**src/logic/jers_map.vh**
```
`ifndef JERS_MAP_VH
`define JERS_MAP_VH

// ==========================================================
// Instruction register
`define JERS_IR_W 4
`define JERS_IR_CAPTURE 4'h1
`define JERS_IR_CMD 4'h1
`define JERS_IR_DATA 4'h2
`define JERS_IR_ENABLE 4'h3
`define JERS_IR_BYPASS 4'hf
`define JERS_IR_RESET 4'h2

// ==========================================================
// Debug command register
`define JERS_CMD_W 10
`define JERS_CMD_RW_BIT 9
`define JERS_CMD_SEL_HI 6
`define JERS_CMD_SEL_LO 0
`define JERS_CMD_RESET 10'h202

// ==========================================================
// Register-select encodings
`define JERS_SEL_W 7
`define JERS_SEL_ID 7'h02
`define JERS_SEL_GP_BASE 7'h70
`define JERS_SEL_GP_LAST 7'h7b
`define JERS_GP_COUNT 12
`define JERS_SEL_DBG_EN 7'h7e
`define JERS_SEL_TRACE 7'h7c
`define JERS_SEL_TRACE_CTRL 7'h6f
`define JERS_SEL_SCAN_LATCH 7'h7d

// ==========================================================
// Device identification register
`define JERS_ID_OFFSET 7'h02
`define JERS_ID_W 32
`define JERS_ID_VER_HI 31
`define JERS_ID_VER_LO 28
`define JERS_ID_CENTER_HI 27
`define JERS_ID_CENTER_LO 22
`define JERS_ID_SEQ_HI 21
`define JERS_ID_SEQ_LO 12
`define JERS_ID_MFR_HI 11
`define JERS_ID_MFR_LO 1
`define JERS_ID_MARK_BIT 0
`define JERS_ID_MARK 1'b1

// ==========================================================
// Timing
`define JERS_KEY_DELAY 2

`endif

```
**src/logic/jers_sync.v**
```verilog
`timescale 1ns/1ns
`default_nettype none

// ==========================================================
// Two-stage synchroniser
module jers_sync #(
  parameter W = 1
) (
  input wire i_sys_clk,
  input wire i_rst,
  input wire [W-1:0] i_async,
  output wire [W-1:0] o_sync
);

  reg [W-1:0] meta_ff;
  reg [W-1:0] sync_ff;

  always @(posedge i_sys_clk) begin
    if (i_rst) begin
      meta_ff <= {W{1'b0}};
      sync_ff <= {W{1'b0}};
    end else begin
      meta_ff <= i_async;
      sync_ff <= meta_ff;
    end
  end

  assign o_sync = sync_ff;

endmodule // jers_sync

`default_nettype wire

```
**src/logic/jers_ext_regsel.v**
```verilog
`timescale 1ns/1ns
`default_nettype none

`include "jers_map.vh"

module jers_ext_regsel #(
  // Arbitrary neutral identity values
  parameter [5:0] ID_CENTER = 6'h15,
  parameter [10:0] ID_MFR = 11'h2a5,
  parameter [7:0] ID_SEQ_LOW = 8'h5a
) (
  input wire i_sys_clk,
  input wire i_rst,
  input wire i_tck,
  input wire i_tms,
  input wire i_tdi,
  input wire i_trst_n,
  input wire i_key_in,
  input wire i_ext_serial_data,
  input wire i_debug_enable_input,
  input wire [3:0] i_ident_version_strap,
  input wire [1:0] i_ident_sequence_strap,
  output reg o_tdo,
  output reg o_tdo_en,
  output reg o_ext_reg_update_strobe,
  output reg [`JERS_GP_COUNT-1:0] o_general_purpose_select,
  output reg o_dbg_enable_select,
  output reg o_trace_select,
  output reg o_trace_ctrl_select,
  output reg o_scan_latch_select,
  output reg o_shift_data_state_flag,
  output reg o_capture_data_state_flag
);

  // ========================================================
  // Controller states
  localparam [3:0] ST_TLR = 4'h0;
  localparam [3:0] ST_RTI = 4'h1;
  localparam [3:0] ST_SEL_DR = 4'h2;
  localparam [3:0] ST_CAP_DR = 4'h3;
  localparam [3:0] ST_SH_DR = 4'h4;
  localparam [3:0] ST_EX1_DR = 4'h5;
  localparam [3:0] ST_PA_DR = 4'h6;
  localparam [3:0] ST_EX2_DR = 4'h7;
  localparam [3:0] ST_UP_DR = 4'h8;
  localparam [3:0] ST_SEL_IR = 4'h9;
  localparam [3:0] ST_CAP_IR = 4'ha;
  localparam [3:0] ST_SH_IR = 4'hb;
  localparam [3:0] ST_EX1_IR = 4'hc;
  localparam [3:0] ST_PA_IR = 4'hd;
  localparam [3:0] ST_EX2_IR = 4'he;
  localparam [3:0] ST_UP_IR = 4'hf;

  localparam [1:0] PATH_BYPASS = 2'h0;
  localparam [1:0] PATH_CMD = 2'h1;
  localparam [1:0] PATH_ID = 2'h2;
  localparam [1:0] PATH_EXT = 2'h3;

  // ========================================================
  // Functions
  function [3:0] tap_next;
    input [3:0] st;
    input tms;
    begin
      case (st)
        ST_TLR: tap_next = tms ? ST_TLR : ST_RTI;
        ST_RTI: tap_next = tms ? ST_SEL_DR : ST_RTI;
        ST_SEL_DR: tap_next = tms ? ST_SEL_IR : ST_CAP_DR;
        ST_CAP_DR: tap_next = tms ? ST_EX1_DR : ST_SH_DR;
        ST_SH_DR: tap_next = tms ? ST_EX1_DR : ST_SH_DR;
        ST_EX1_DR: tap_next = tms ? ST_UP_DR : ST_PA_DR;
        ST_PA_DR: tap_next = tms ? ST_EX2_DR : ST_PA_DR;
        ST_EX2_DR: tap_next = tms ? ST_UP_DR : ST_SH_DR;
        ST_UP_DR: tap_next = tms ? ST_SEL_DR : ST_RTI;
        ST_SEL_IR: tap_next = tms ? ST_TLR : ST_CAP_IR;
        ST_CAP_IR: tap_next = tms ? ST_EX1_IR : ST_SH_IR;
        ST_SH_IR: tap_next = tms ? ST_EX1_IR : ST_SH_IR;
        ST_EX1_IR: tap_next = tms ? ST_UP_IR : ST_PA_IR;
        ST_PA_IR: tap_next = tms ? ST_EX2_IR : ST_PA_IR;
        ST_EX2_IR: tap_next = tms ? ST_UP_IR : ST_SH_IR;
        ST_UP_IR: tap_next = tms ? ST_SEL_DR : ST_RTI;
        default: tap_next = ST_TLR;
      endcase
    end
  endfunction

  // True for every code that names an outside register
  function is_ext;
    input [`JERS_SEL_W-1:0] sel;
    begin
      is_ext = ((sel >= `JERS_SEL_GP_BASE) && (sel <= `JERS_SEL_GP_LAST)) ||
               (sel == `JERS_SEL_DBG_EN) || (sel == `JERS_SEL_TRACE) ||
               (sel == `JERS_SEL_TRACE_CTRL) || (sel == `JERS_SEL_SCAN_LATCH);
    end
  endfunction

  // ========================================================
  // Pin synchronisers
  wire [12:0] pins_s;
  wire tck_s;
  wire tms_s;
  wire tdi_s;
  wire trst_n_s;
  wire key_s;
  wire ser_s;
  wire dbgen_s;
  wire [3:0] ver_s;
  wire [1:0] seq_s;

  jers_sync #(
    .W(13)
  ) u_sync (
    .i_sys_clk(i_sys_clk),
    .i_rst(i_rst),
    .i_async({i_tck, i_tms, i_tdi, i_trst_n, i_key_in, i_ext_serial_data,
              i_debug_enable_input, i_ident_version_strap, i_ident_sequence_strap}),
    .o_sync(pins_s)
  );

  assign {tck_s, tms_s, tdi_s, trst_n_s, key_s, ser_s, dbgen_s, ver_s, seq_s} = pins_s;

  // ========================================================
  // State
  reg tck_d_ff;
  reg [3:0] state_ff;
  reg [`JERS_IR_W-1:0] ir_ff;
  reg [`JERS_IR_W-1:0] ir_sr_ff;
  reg [`JERS_CMD_W-1:0] cmd_ff;
  reg [`JERS_ID_W-1:0] dr_sr_ff;
  reg key_d1_ff;
  reg key_d2_ff;

  wire tck_rise = tck_s & ~tck_d_ff;
  wire [`JERS_SEL_W-1:0] regsel = cmd_ff[`JERS_CMD_SEL_HI:`JERS_CMD_SEL_LO];
  wire key_mode = (ir_ff == `JERS_IR_ENABLE) && !dbgen_s;
  wire [3:0] state_nxt = tap_next(state_ff, tms_s);

  // Identification word
  wire [`JERS_ID_W-1:0] id_word = {ver_s, ID_CENTER, seq_s, ID_SEQ_LOW, ID_MFR, `JERS_ID_MARK};

  reg [1:0] dr_path;
  always @* begin
    if (ir_ff == `JERS_IR_CMD) begin
      dr_path = PATH_CMD;
    end else if ((ir_ff == `JERS_IR_DATA) && (regsel == `JERS_SEL_ID)) begin
      dr_path = PATH_ID;
    end else if ((ir_ff == `JERS_IR_DATA) && is_ext(regsel)) begin
      dr_path = PATH_EXT;
    end else begin
      dr_path = PATH_BYPASS;
    end
  end

  // ========================================================
  // Shift register next values
  reg [`JERS_ID_W-1:0] nxt_dr_sr_ff;
  reg [`JERS_IR_W-1:0] nxt_ir_sr_ff;
  reg nxt_tdo;

  always @* begin
    nxt_dr_sr_ff = dr_sr_ff;
    nxt_ir_sr_ff = ir_sr_ff;
    if (state_ff == ST_CAP_DR) begin
      case (dr_path)
        PATH_CMD: nxt_dr_sr_ff = {{(`JERS_ID_W-`JERS_CMD_W){1'b0}}, cmd_ff};
        PATH_ID: nxt_dr_sr_ff = id_word;
        default: nxt_dr_sr_ff = {`JERS_ID_W{1'b0}};
      endcase
    end else if (state_ff == ST_SH_DR) begin
      // Least significant bit leaves first
      case (dr_path)
        PATH_CMD: nxt_dr_sr_ff = {{(`JERS_ID_W-`JERS_CMD_W){1'b0}}, tdi_s, dr_sr_ff[`JERS_CMD_W-1:1]};
        PATH_ID: nxt_dr_sr_ff = {tdi_s, dr_sr_ff[`JERS_ID_W-1:1]};
        default: nxt_dr_sr_ff = {{(`JERS_ID_W-1){1'b0}}, tdi_s};
      endcase
    end
    if (state_ff == ST_CAP_IR) begin
      nxt_ir_sr_ff = `JERS_IR_CAPTURE;
    end else if (state_ff == ST_SH_IR) begin
      nxt_ir_sr_ff = {tdi_s, ir_sr_ff[`JERS_IR_W-1:1]};
    end
    nxt_tdo = o_tdo;
    if (state_nxt == ST_SH_DR) begin
      if (dr_path == PATH_EXT) begin
        nxt_tdo = ser_s;
      end else begin
        nxt_tdo = nxt_dr_sr_ff[0];
      end
    end else if (state_nxt == ST_SH_IR) begin
      if (key_mode) begin
        nxt_tdo = key_d2_ff;
      end else begin
        nxt_tdo = nxt_ir_sr_ff[0];
      end
    end
  end

  // ========================================================
  // Test-clock edge processing
  always @(posedge i_sys_clk) begin
    if (i_rst) begin
      tck_d_ff <= 1'b0;
      state_ff <= ST_TLR;
      ir_ff <= `JERS_IR_RESET;
      ir_sr_ff <= {`JERS_IR_W{1'b0}};
      cmd_ff <= `JERS_CMD_RESET;
      dr_sr_ff <= {`JERS_ID_W{1'b0}};
      key_d1_ff <= 1'b0;
      key_d2_ff <= 1'b0;
      o_tdo <= 1'b0;
    end else begin
      tck_d_ff <= tck_s;
      if (!trst_n_s) begin
        state_ff <= ST_TLR;
        ir_ff <= `JERS_IR_RESET;
        cmd_ff <= `JERS_CMD_RESET;
      end else if (tck_rise) begin
        state_ff <= state_nxt;
        dr_sr_ff <= nxt_dr_sr_ff;
        ir_sr_ff <= nxt_ir_sr_ff;
        o_tdo <= nxt_tdo;
        if ((state_ff == ST_SH_IR) && key_mode) begin
          key_d1_ff <= key_s;
          key_d2_ff <= key_d1_ff;
        end
        case (state_ff)
          ST_TLR: begin
            ir_ff <= `JERS_IR_RESET;
            cmd_ff <= `JERS_CMD_RESET;
          end
          ST_UP_IR: begin
            ir_ff <= ir_sr_ff;
          end
          ST_UP_DR: begin
            if (dr_path == PATH_CMD) begin
              cmd_ff <= dr_sr_ff[`JERS_CMD_W-1:0];
            end
          end
          default: begin
          end
        endcase
      end
    end
  end

  // ========================================================
  // Strobes, flags and selects
  always @(posedge i_sys_clk) begin
    if (i_rst) begin
      o_tdo_en <= 1'b0;
      o_ext_reg_update_strobe <= 1'b0;
      o_shift_data_state_flag <= 1'b0;
      o_capture_data_state_flag <= 1'b0;
      o_dbg_enable_select <= 1'b0;
      o_trace_select <= 1'b0;
      o_trace_ctrl_select <= 1'b0;
      o_scan_latch_select <= 1'b0;
    end else begin
      o_tdo_en <= (state_ff == ST_SH_DR) || (state_ff == ST_SH_IR);
      o_ext_reg_update_strobe <= (state_ff == ST_UP_DR) && (ir_ff == `JERS_IR_DATA) &&
                                 !cmd_ff[`JERS_CMD_RW_BIT];
      o_shift_data_state_flag <= (state_ff == ST_SH_DR);
      o_capture_data_state_flag <= (state_ff == ST_CAP_DR);
      o_dbg_enable_select <= (regsel == `JERS_SEL_DBG_EN);
      o_trace_select <= (regsel == `JERS_SEL_TRACE);
      o_trace_ctrl_select <= (regsel == `JERS_SEL_TRACE_CTRL);
      o_scan_latch_select <= (regsel == `JERS_SEL_SCAN_LATCH);
    end
  end

  genvar gi;
  generate
    for (gi = 0; gi < `JERS_GP_COUNT; gi = gi + 1) begin : g_gp_sel
      localparam [31:0] GP_IDX = gi;
      always @(posedge i_sys_clk) begin
        if (i_rst) begin
          o_general_purpose_select[gi] <= 1'b0;
        end else begin
          o_general_purpose_select[gi] <= (regsel == (`JERS_SEL_GP_BASE + GP_IDX[6:0]));
        end
      end
    end
  endgenerate

endmodule // jers_ext_regsel

`default_nettype wire

```
**config.mk**
```make
export PLATFORM = sky130hd
export DESIGN_NAME = jers_ext_regsel
export DESIGN_NICKNAME = d
export VERILOG_FILES = /design/src/logic/jers_sync.v /design/src/logic/jers_ext_regsel.v
export VERILOG_INCLUDE_DIRS = /design/src /design/src/logic
export SDC_FILE = /design/constraint.sdc
export NUM_CORES = 1
export LEC_CHECK = 0
export ABC_AREA = 1
export BUFFER_PORTS_ARGS = -buffer_cell sky130_fd_sc_hd__buf_2
export CELL_PAD_IN_SITES_DETAIL_PLACEMENT = 0
export CELL_PAD_IN_SITES_GLOBAL_PLACEMENT = 1
export CORE_UTILIZATION = 46
export DETAILED_ROUTE_END_ITERATION = 6
export GPL_TIMING_DRIVEN = 1
export MAX_ROUTING_LAYER = met4
export PLACE_DENSITY_LB_ADDON = 0.15
export SYNTH_ARGS = -nofsm -noshare
export SYNTH_HDL_FRONTEND = slang
export SYNTH_SLANG_ARGS = --single-unit
```
**constraint.sdc**
```tcl
create_clock -name i_sys_clk -period 3 [get_ports i_sys_clk]
set_input_delay 0 -clock i_sys_clk [delete_from_list [all_inputs] [get_ports i_sys_clk]]
set_output_delay 0 -clock i_sys_clk [all_outputs]
set_load 0.01 [all_outputs]
```
# Yosys cells after proc, flatten, opt, wreduce, memory -nomap -nowiden
# Index checks and enable logic that the tools add are counted.
# word_totals
regBits	104
out_inout_bits	21
# op_classes
magnitude_cmp	2
n_eq_ne	41
mux	29
bitwise	3
n_reduce_logical	31
# ops
op	n
$pmux W32 S2	2
$eq A7 B7 Y1 const B	16
$mux W32	2
$pmux W4 S12	1
$eq A4 B4 Y1 const B	9
$mux W4	6
$eq A4 B3 Y1 const B	5
$pmux W10 S2	1
$eq A4 B2 Y1 const B	4
$reduce_and A3 Y1	5
$mux W2	6
$mux W10	1
$reduce_bool A2 Y1	5
$eq A4 B1 Y1 const B	2
$pmux W4 S2	1
$eq A7 B2 Y1 const B	1
$ge A7 B7 Y1 const B	1
$le A7 B7 Y1 const B	1
$logic_and A1 B1 Y1	7
$mux W1	7
$mux W3	2
$reduce_or A2 Y1	3
$logic_or A1 B1 Y1	5
$eq A2 B2 Y1 const B	2
other kinds (8)	11

# Depth between registers and ports, before layout
# depth
depth_word	16
ltp_mapped	15
ltp_nobuf	14

# Hierarchy
# Synthesis repeated with hierarchy kept, for this count alone.
# unflattened
hier_cells	546
area_unflattened_um2	4139.0
# modules_own_cells
mod	n_inst	cells_each	area_per_inst_um2
jers_ext_regsel	1	465	3387.0
jers_sync	1	81	752.0

# Worst setup path after synthesis
# No wires, ideal clock.
# synth_timing
path_type	register to register
from	register state_ff[1]
to	register dr_sr_ff[24]
t_arrival_ns	1.381
t_required_ns	2.884
slack_ns	1.502
stages_incl_launch_ff	13
path_buffers	1
path_cell_list	dfxtp_1 > buf_2 > nand2_1 > inv_2 > nand2_4 > nand2_2 > nand2_2 > clkinv_2 > nand2_2 > inv_2 > o21ai_1 > o211ai_1 > inv_1
# synth_via
elab_chain_len	3
word_cells_on_any_way	5
cone_classes	eq/ne: 2; mux: 1; reduce/logical: 2
# synth_lines
element	line	rtl
start, declared	jers_ext_regsel.v:125	reg [3:0] state_ff;
start signal, assigned	jers_ext_regsel.v:218	state_ff <= state_nxt;
$eq A4 B3 Y1 / $eq A4 B2 Y1 (equally long branches)	jers_ext_regsel.v:169, jers_ext_regsel.v:163	
$reduce_bool A2 Y1 (no source line)	-	
$reduce_and A3 Y1 (no source line)	-	
end signal, assigned	jers_ext_regsel.v:207	dr_sr_ff <= {`JERS_ID_W{1'b0}};
end signal, assigned	jers_ext_regsel.v:219	dr_sr_ff <= nxt_dr_sr_ff;
end, declared	jers_ext_regsel.v:129	reg [`JERS_ID_W-1:0] dr_sr_ff;
# Several ways; a longest one is shown, not always the timed one.
# A chain may end at the register's enable or synchronous reset.

# Final worst setup path
# layout_timing
from	register state_ff[1]
to	register dr_sr_ff[26]
# Same word-level chain as after synthesis.

==> results.json <==
{
  "outcome": "complete, no violations",
  "grt_max_degree": 45,
  "final_nets": 600,
  "wl_per_cell_um": 12.7,
  "grt_use_total_pct": 21.8,
  "cpPeakStageDelay_ps": 550,
  "clk_pin_slew_ps": 110,
  "synth_warnings": 0,
  "clock-sinks": 104,
  "grt_pass1_vias": 3173,
  "grt_overflow": 0,
  "core-area_um2": 8380,
  "synth_top_cell_by_area": "dfxtp_1",
  "die_w_um": 96.2,
  "crit_fanout": 28,
  "p_int_mw": 1.83,
  "grt_setup_unrepaired": "no",
  "num-fill-cells": 826,
  "fin_cells": 695,
  "worst_hold_slack_ps": 373,
  "reg2regPathDepth": 10,
  "cp_cell_sequence": "nor2_2 -> nand2_2 -> nand2_2 -> nand2_2 -> clkinv_2 -> nand2_2 -> inv_2 -> o21ai_1 -> o211ai_1 -> inv_1",
  "crit_end": "dr_sr_ff[26]",
  "power_density_nw_per_um2": 511,
  "clk_latency_ps": 370,
  "ys_seq_elements": 104,
  "critPathRequiredTime_ps": 3310,
  "clockBufferDepth": 2,
  "fmax_ghz": 0.443,
  "maxCapViolCount": 0,
  "hold_viol": 0,
  "root_buffer": "clkbuf_8",
  "synthTopCellsByArea": "dfxtp_1 51%, nand2_1 8.4%, nor2_1 6.8%, a21oi_1 6.7%, inv_1 6.0%",
  "setup-violations-final": 0,
  "cts_buffers": 9,
  "synth_edf_count": 0,
  "io_pins": 36,
  "timing.rr.start": "state_ff[1]",
  "crit_path_top_delay_cell": "dfxtp_1",
  "cpLargestDelayFamily": "simple AND/OR/NAND/NOR gates",
  "antenna_left": 0,
  "start_util_pct": 48.7,
  "avgSynthCellArea_um2": 7.59,
  "worstReg2RegEnd": "dr_sr_ff[26]",
  "reg2reg_slack_ps": 740,
  "vdd_drop_max_mv": 0.357,
  "layout-drive-gt1-share_pct": 15.8,
  "seq_area_frac_synth_pct": 51.0,
  "postSynthCellCount": 538,
  "p_clk_share_pct": 37.9,
  "yosysMostFrequentCell": "dfxtp_1",
  "portBuffers": 35,
  "period_share_pct": 75.2,
  "dp_cells": 665,
  "synth_cell_type_count": 33,
  "dpl.hpwl_um": 6110,
  "drv_slew": 0,
  "diodes": 0,
  "gp_congestion": 0.862,
  "critPathKind": "flip-flop to flip-flop",
  "tns_ps": 0,
  "synth_flop_cell": "dfxtp_1",
  "pwr-share-seq_pct": 58.7,
  "seq_area_um2": 2080,
  "leakage_nw": 2.04,
  "worstPathArrival_ps": 2560,
  "cpMostUsedCell": "nand2_2",
  "async_reset_ff_share_pct": 0,
  "viasPerCell": 4.94,
  "vias": 3436,
  "detail_route.iter0.violations": 251,
  "relSlewSlack_pct": 46.3,
  "yosys-top-cells-count": "104 x dfxtp_1, 91 x nand2_1, 74 x nor2_1",
  "cts_resized": 0,
  "die-area_um2": 9250,
  "area_growth_pct": 14.7,
  "end_kind": "flip-flop",
  "layout_min_cycle_time_ps": 2260,
  "grt_antenna_before_repair": 0,
  "cts_tree": "done",
  "first_pass_iters": 7,
  "syn_area_um2": 4080,
  "combPwrFrac_pct": 3.4,
  "swShare_pct": 23.3,
  "cp_num_buf_inv": 3,
  "skew_ps": 12.1,
  "die_y_um": 96.2,
  "routed_wl_um": 8830,
  "p_switching_uw": 558,
  "total_power_mw": 2.39,
  "worst-path-stages": 10,
  "synth_nets": 553,
  "hold_path_class": "input pin to flip-flop",
  "startpoint_type": "flip-flop",
  "htreeDepth": 3,
  "crit_start": "state_ff[1]",
  "worst_pin_slew_ps": 800,
  "grt_first_pass_wirelength_um": 15000,
  "multi_input_area_um2": 1620,
  "drc_errors": 0,
  "rows": 33,
  "synth_top_area_share_pct": 51.0
}
-- repair_timing --
action                                 in CTS  in global routing
endpoints found under the hold margin      15                  0
setup buffers                               0                  0
hold buffers                               14                  0
-- cell families after synthesis --
| family | synth area share, % |
|---|---|
| AO/OA/AOI/OAI | 14.4 |
| buffers and inverters | 9.35 |
| flip-flops | 51.0 |
| AND/OR/NAND/NOR | 25.2 |
-- power by group through the flow --
stage                     sequential, mW  combinational, mW  clock [mW]
after floorplan                     1.43             0.0466           0
after detailed placement            1.44             0.0680           0
after global routing                1.41             0.0933       0.999
after global placement              1.44             0.0673           0
after CTS                           1.40             0.0820       0.933
final                               1.40             0.0820       0.906
-- placed cells by master (no fill, tap or decap), types with 2 or more instances in the layout --
cell and count:
buf_4 2, dfxtp_1 104, inv_1 65, nor3_1 4
clkbuf_8 9, nand4_1 4, o211ai_1 11, o21ai_1 11
o21ai_0 18, nand2_1 91, nand3_1 31, dlygate4sd3_1 14
a21oi_1 55, clkinv_4 2, nor2_2 8, inv_2 13
a32oi_1 2, buf_2 35, a211oi_1 5, clkinv_1 2
nand2_2 10, nor2_4 5, nor2_1 74
-- tightest hold or removal path, cell delays in order --
cell and delay (ps):
dlygate4sd3_1 520, buf_2 90, inv_1 30, nor2_1 60
-- state kept, by name, summed over array words and instances (netlist names), 4 cells and up --
signal,cells
u_sync.o_sync,13
state_ff,4
o_general_purpose_select,12
u_sync.meta_ff,13
cmd_ff,10
ir_sr_ff,4
ir_ff,4
dr_sr_ff,32
-- per-layer routing --
layer | track usage, % | part of all wire [%]
met5 | - | 0
met1 | 29.7 | 51
met2 | 32.9 | 44
met3 | 4.03 | 4.2
met4 | 6.59 | 0.68
-- through the flow --
step | setup WS (ps) | utilization (%) | instance area (um^2)
final | 745 | 55.9 | 4680
after global routing | 574 | 55.9 | 4680
after CTS | 753 | 55.9 | 4680
after detailed placement | 782 | 51.6 | 4330
after global placement | 843 | 51.6 | 4330
after floorplan | 1500 | - | 4080
-- how the worst min path moves through the flow --
stage                                         start                 end  slack, ps  cells past startpoint
after floorplan           i_ident_sequence_strap[0]   u_sync.meta_ff[0]        110                      2
after global routing                       i_key_in   u_sync.meta_ff[8]        370                      4
after detailed placement  i_ident_sequence_strap[0]   u_sync.meta_ff[0]        210                      3
final                                         i_tdi  u_sync.meta_ff[10]        370                      4
after global placement                     i_trst_n   u_sync.meta_ff[9]        200                      3
after CTS                         i_ext_serial_data   u_sync.meta_ff[7]        360                      4
-- area by class of cell --
| class | instances | area share [%] |
|---|---|---|
| inverter | 81 | 6.52 |
| clock buffer | 9 | 2.65 |
| clock inverter | 7 | 1.95 |
| tap | 105 | 2.81 |
| sequential | 104 | 44.5 |
| timing repair buffer | 51 | 7.06 |
| multi-input combinational | 338 | 34.6 |
Note: power is estimated with default switching activity, not from simulation.
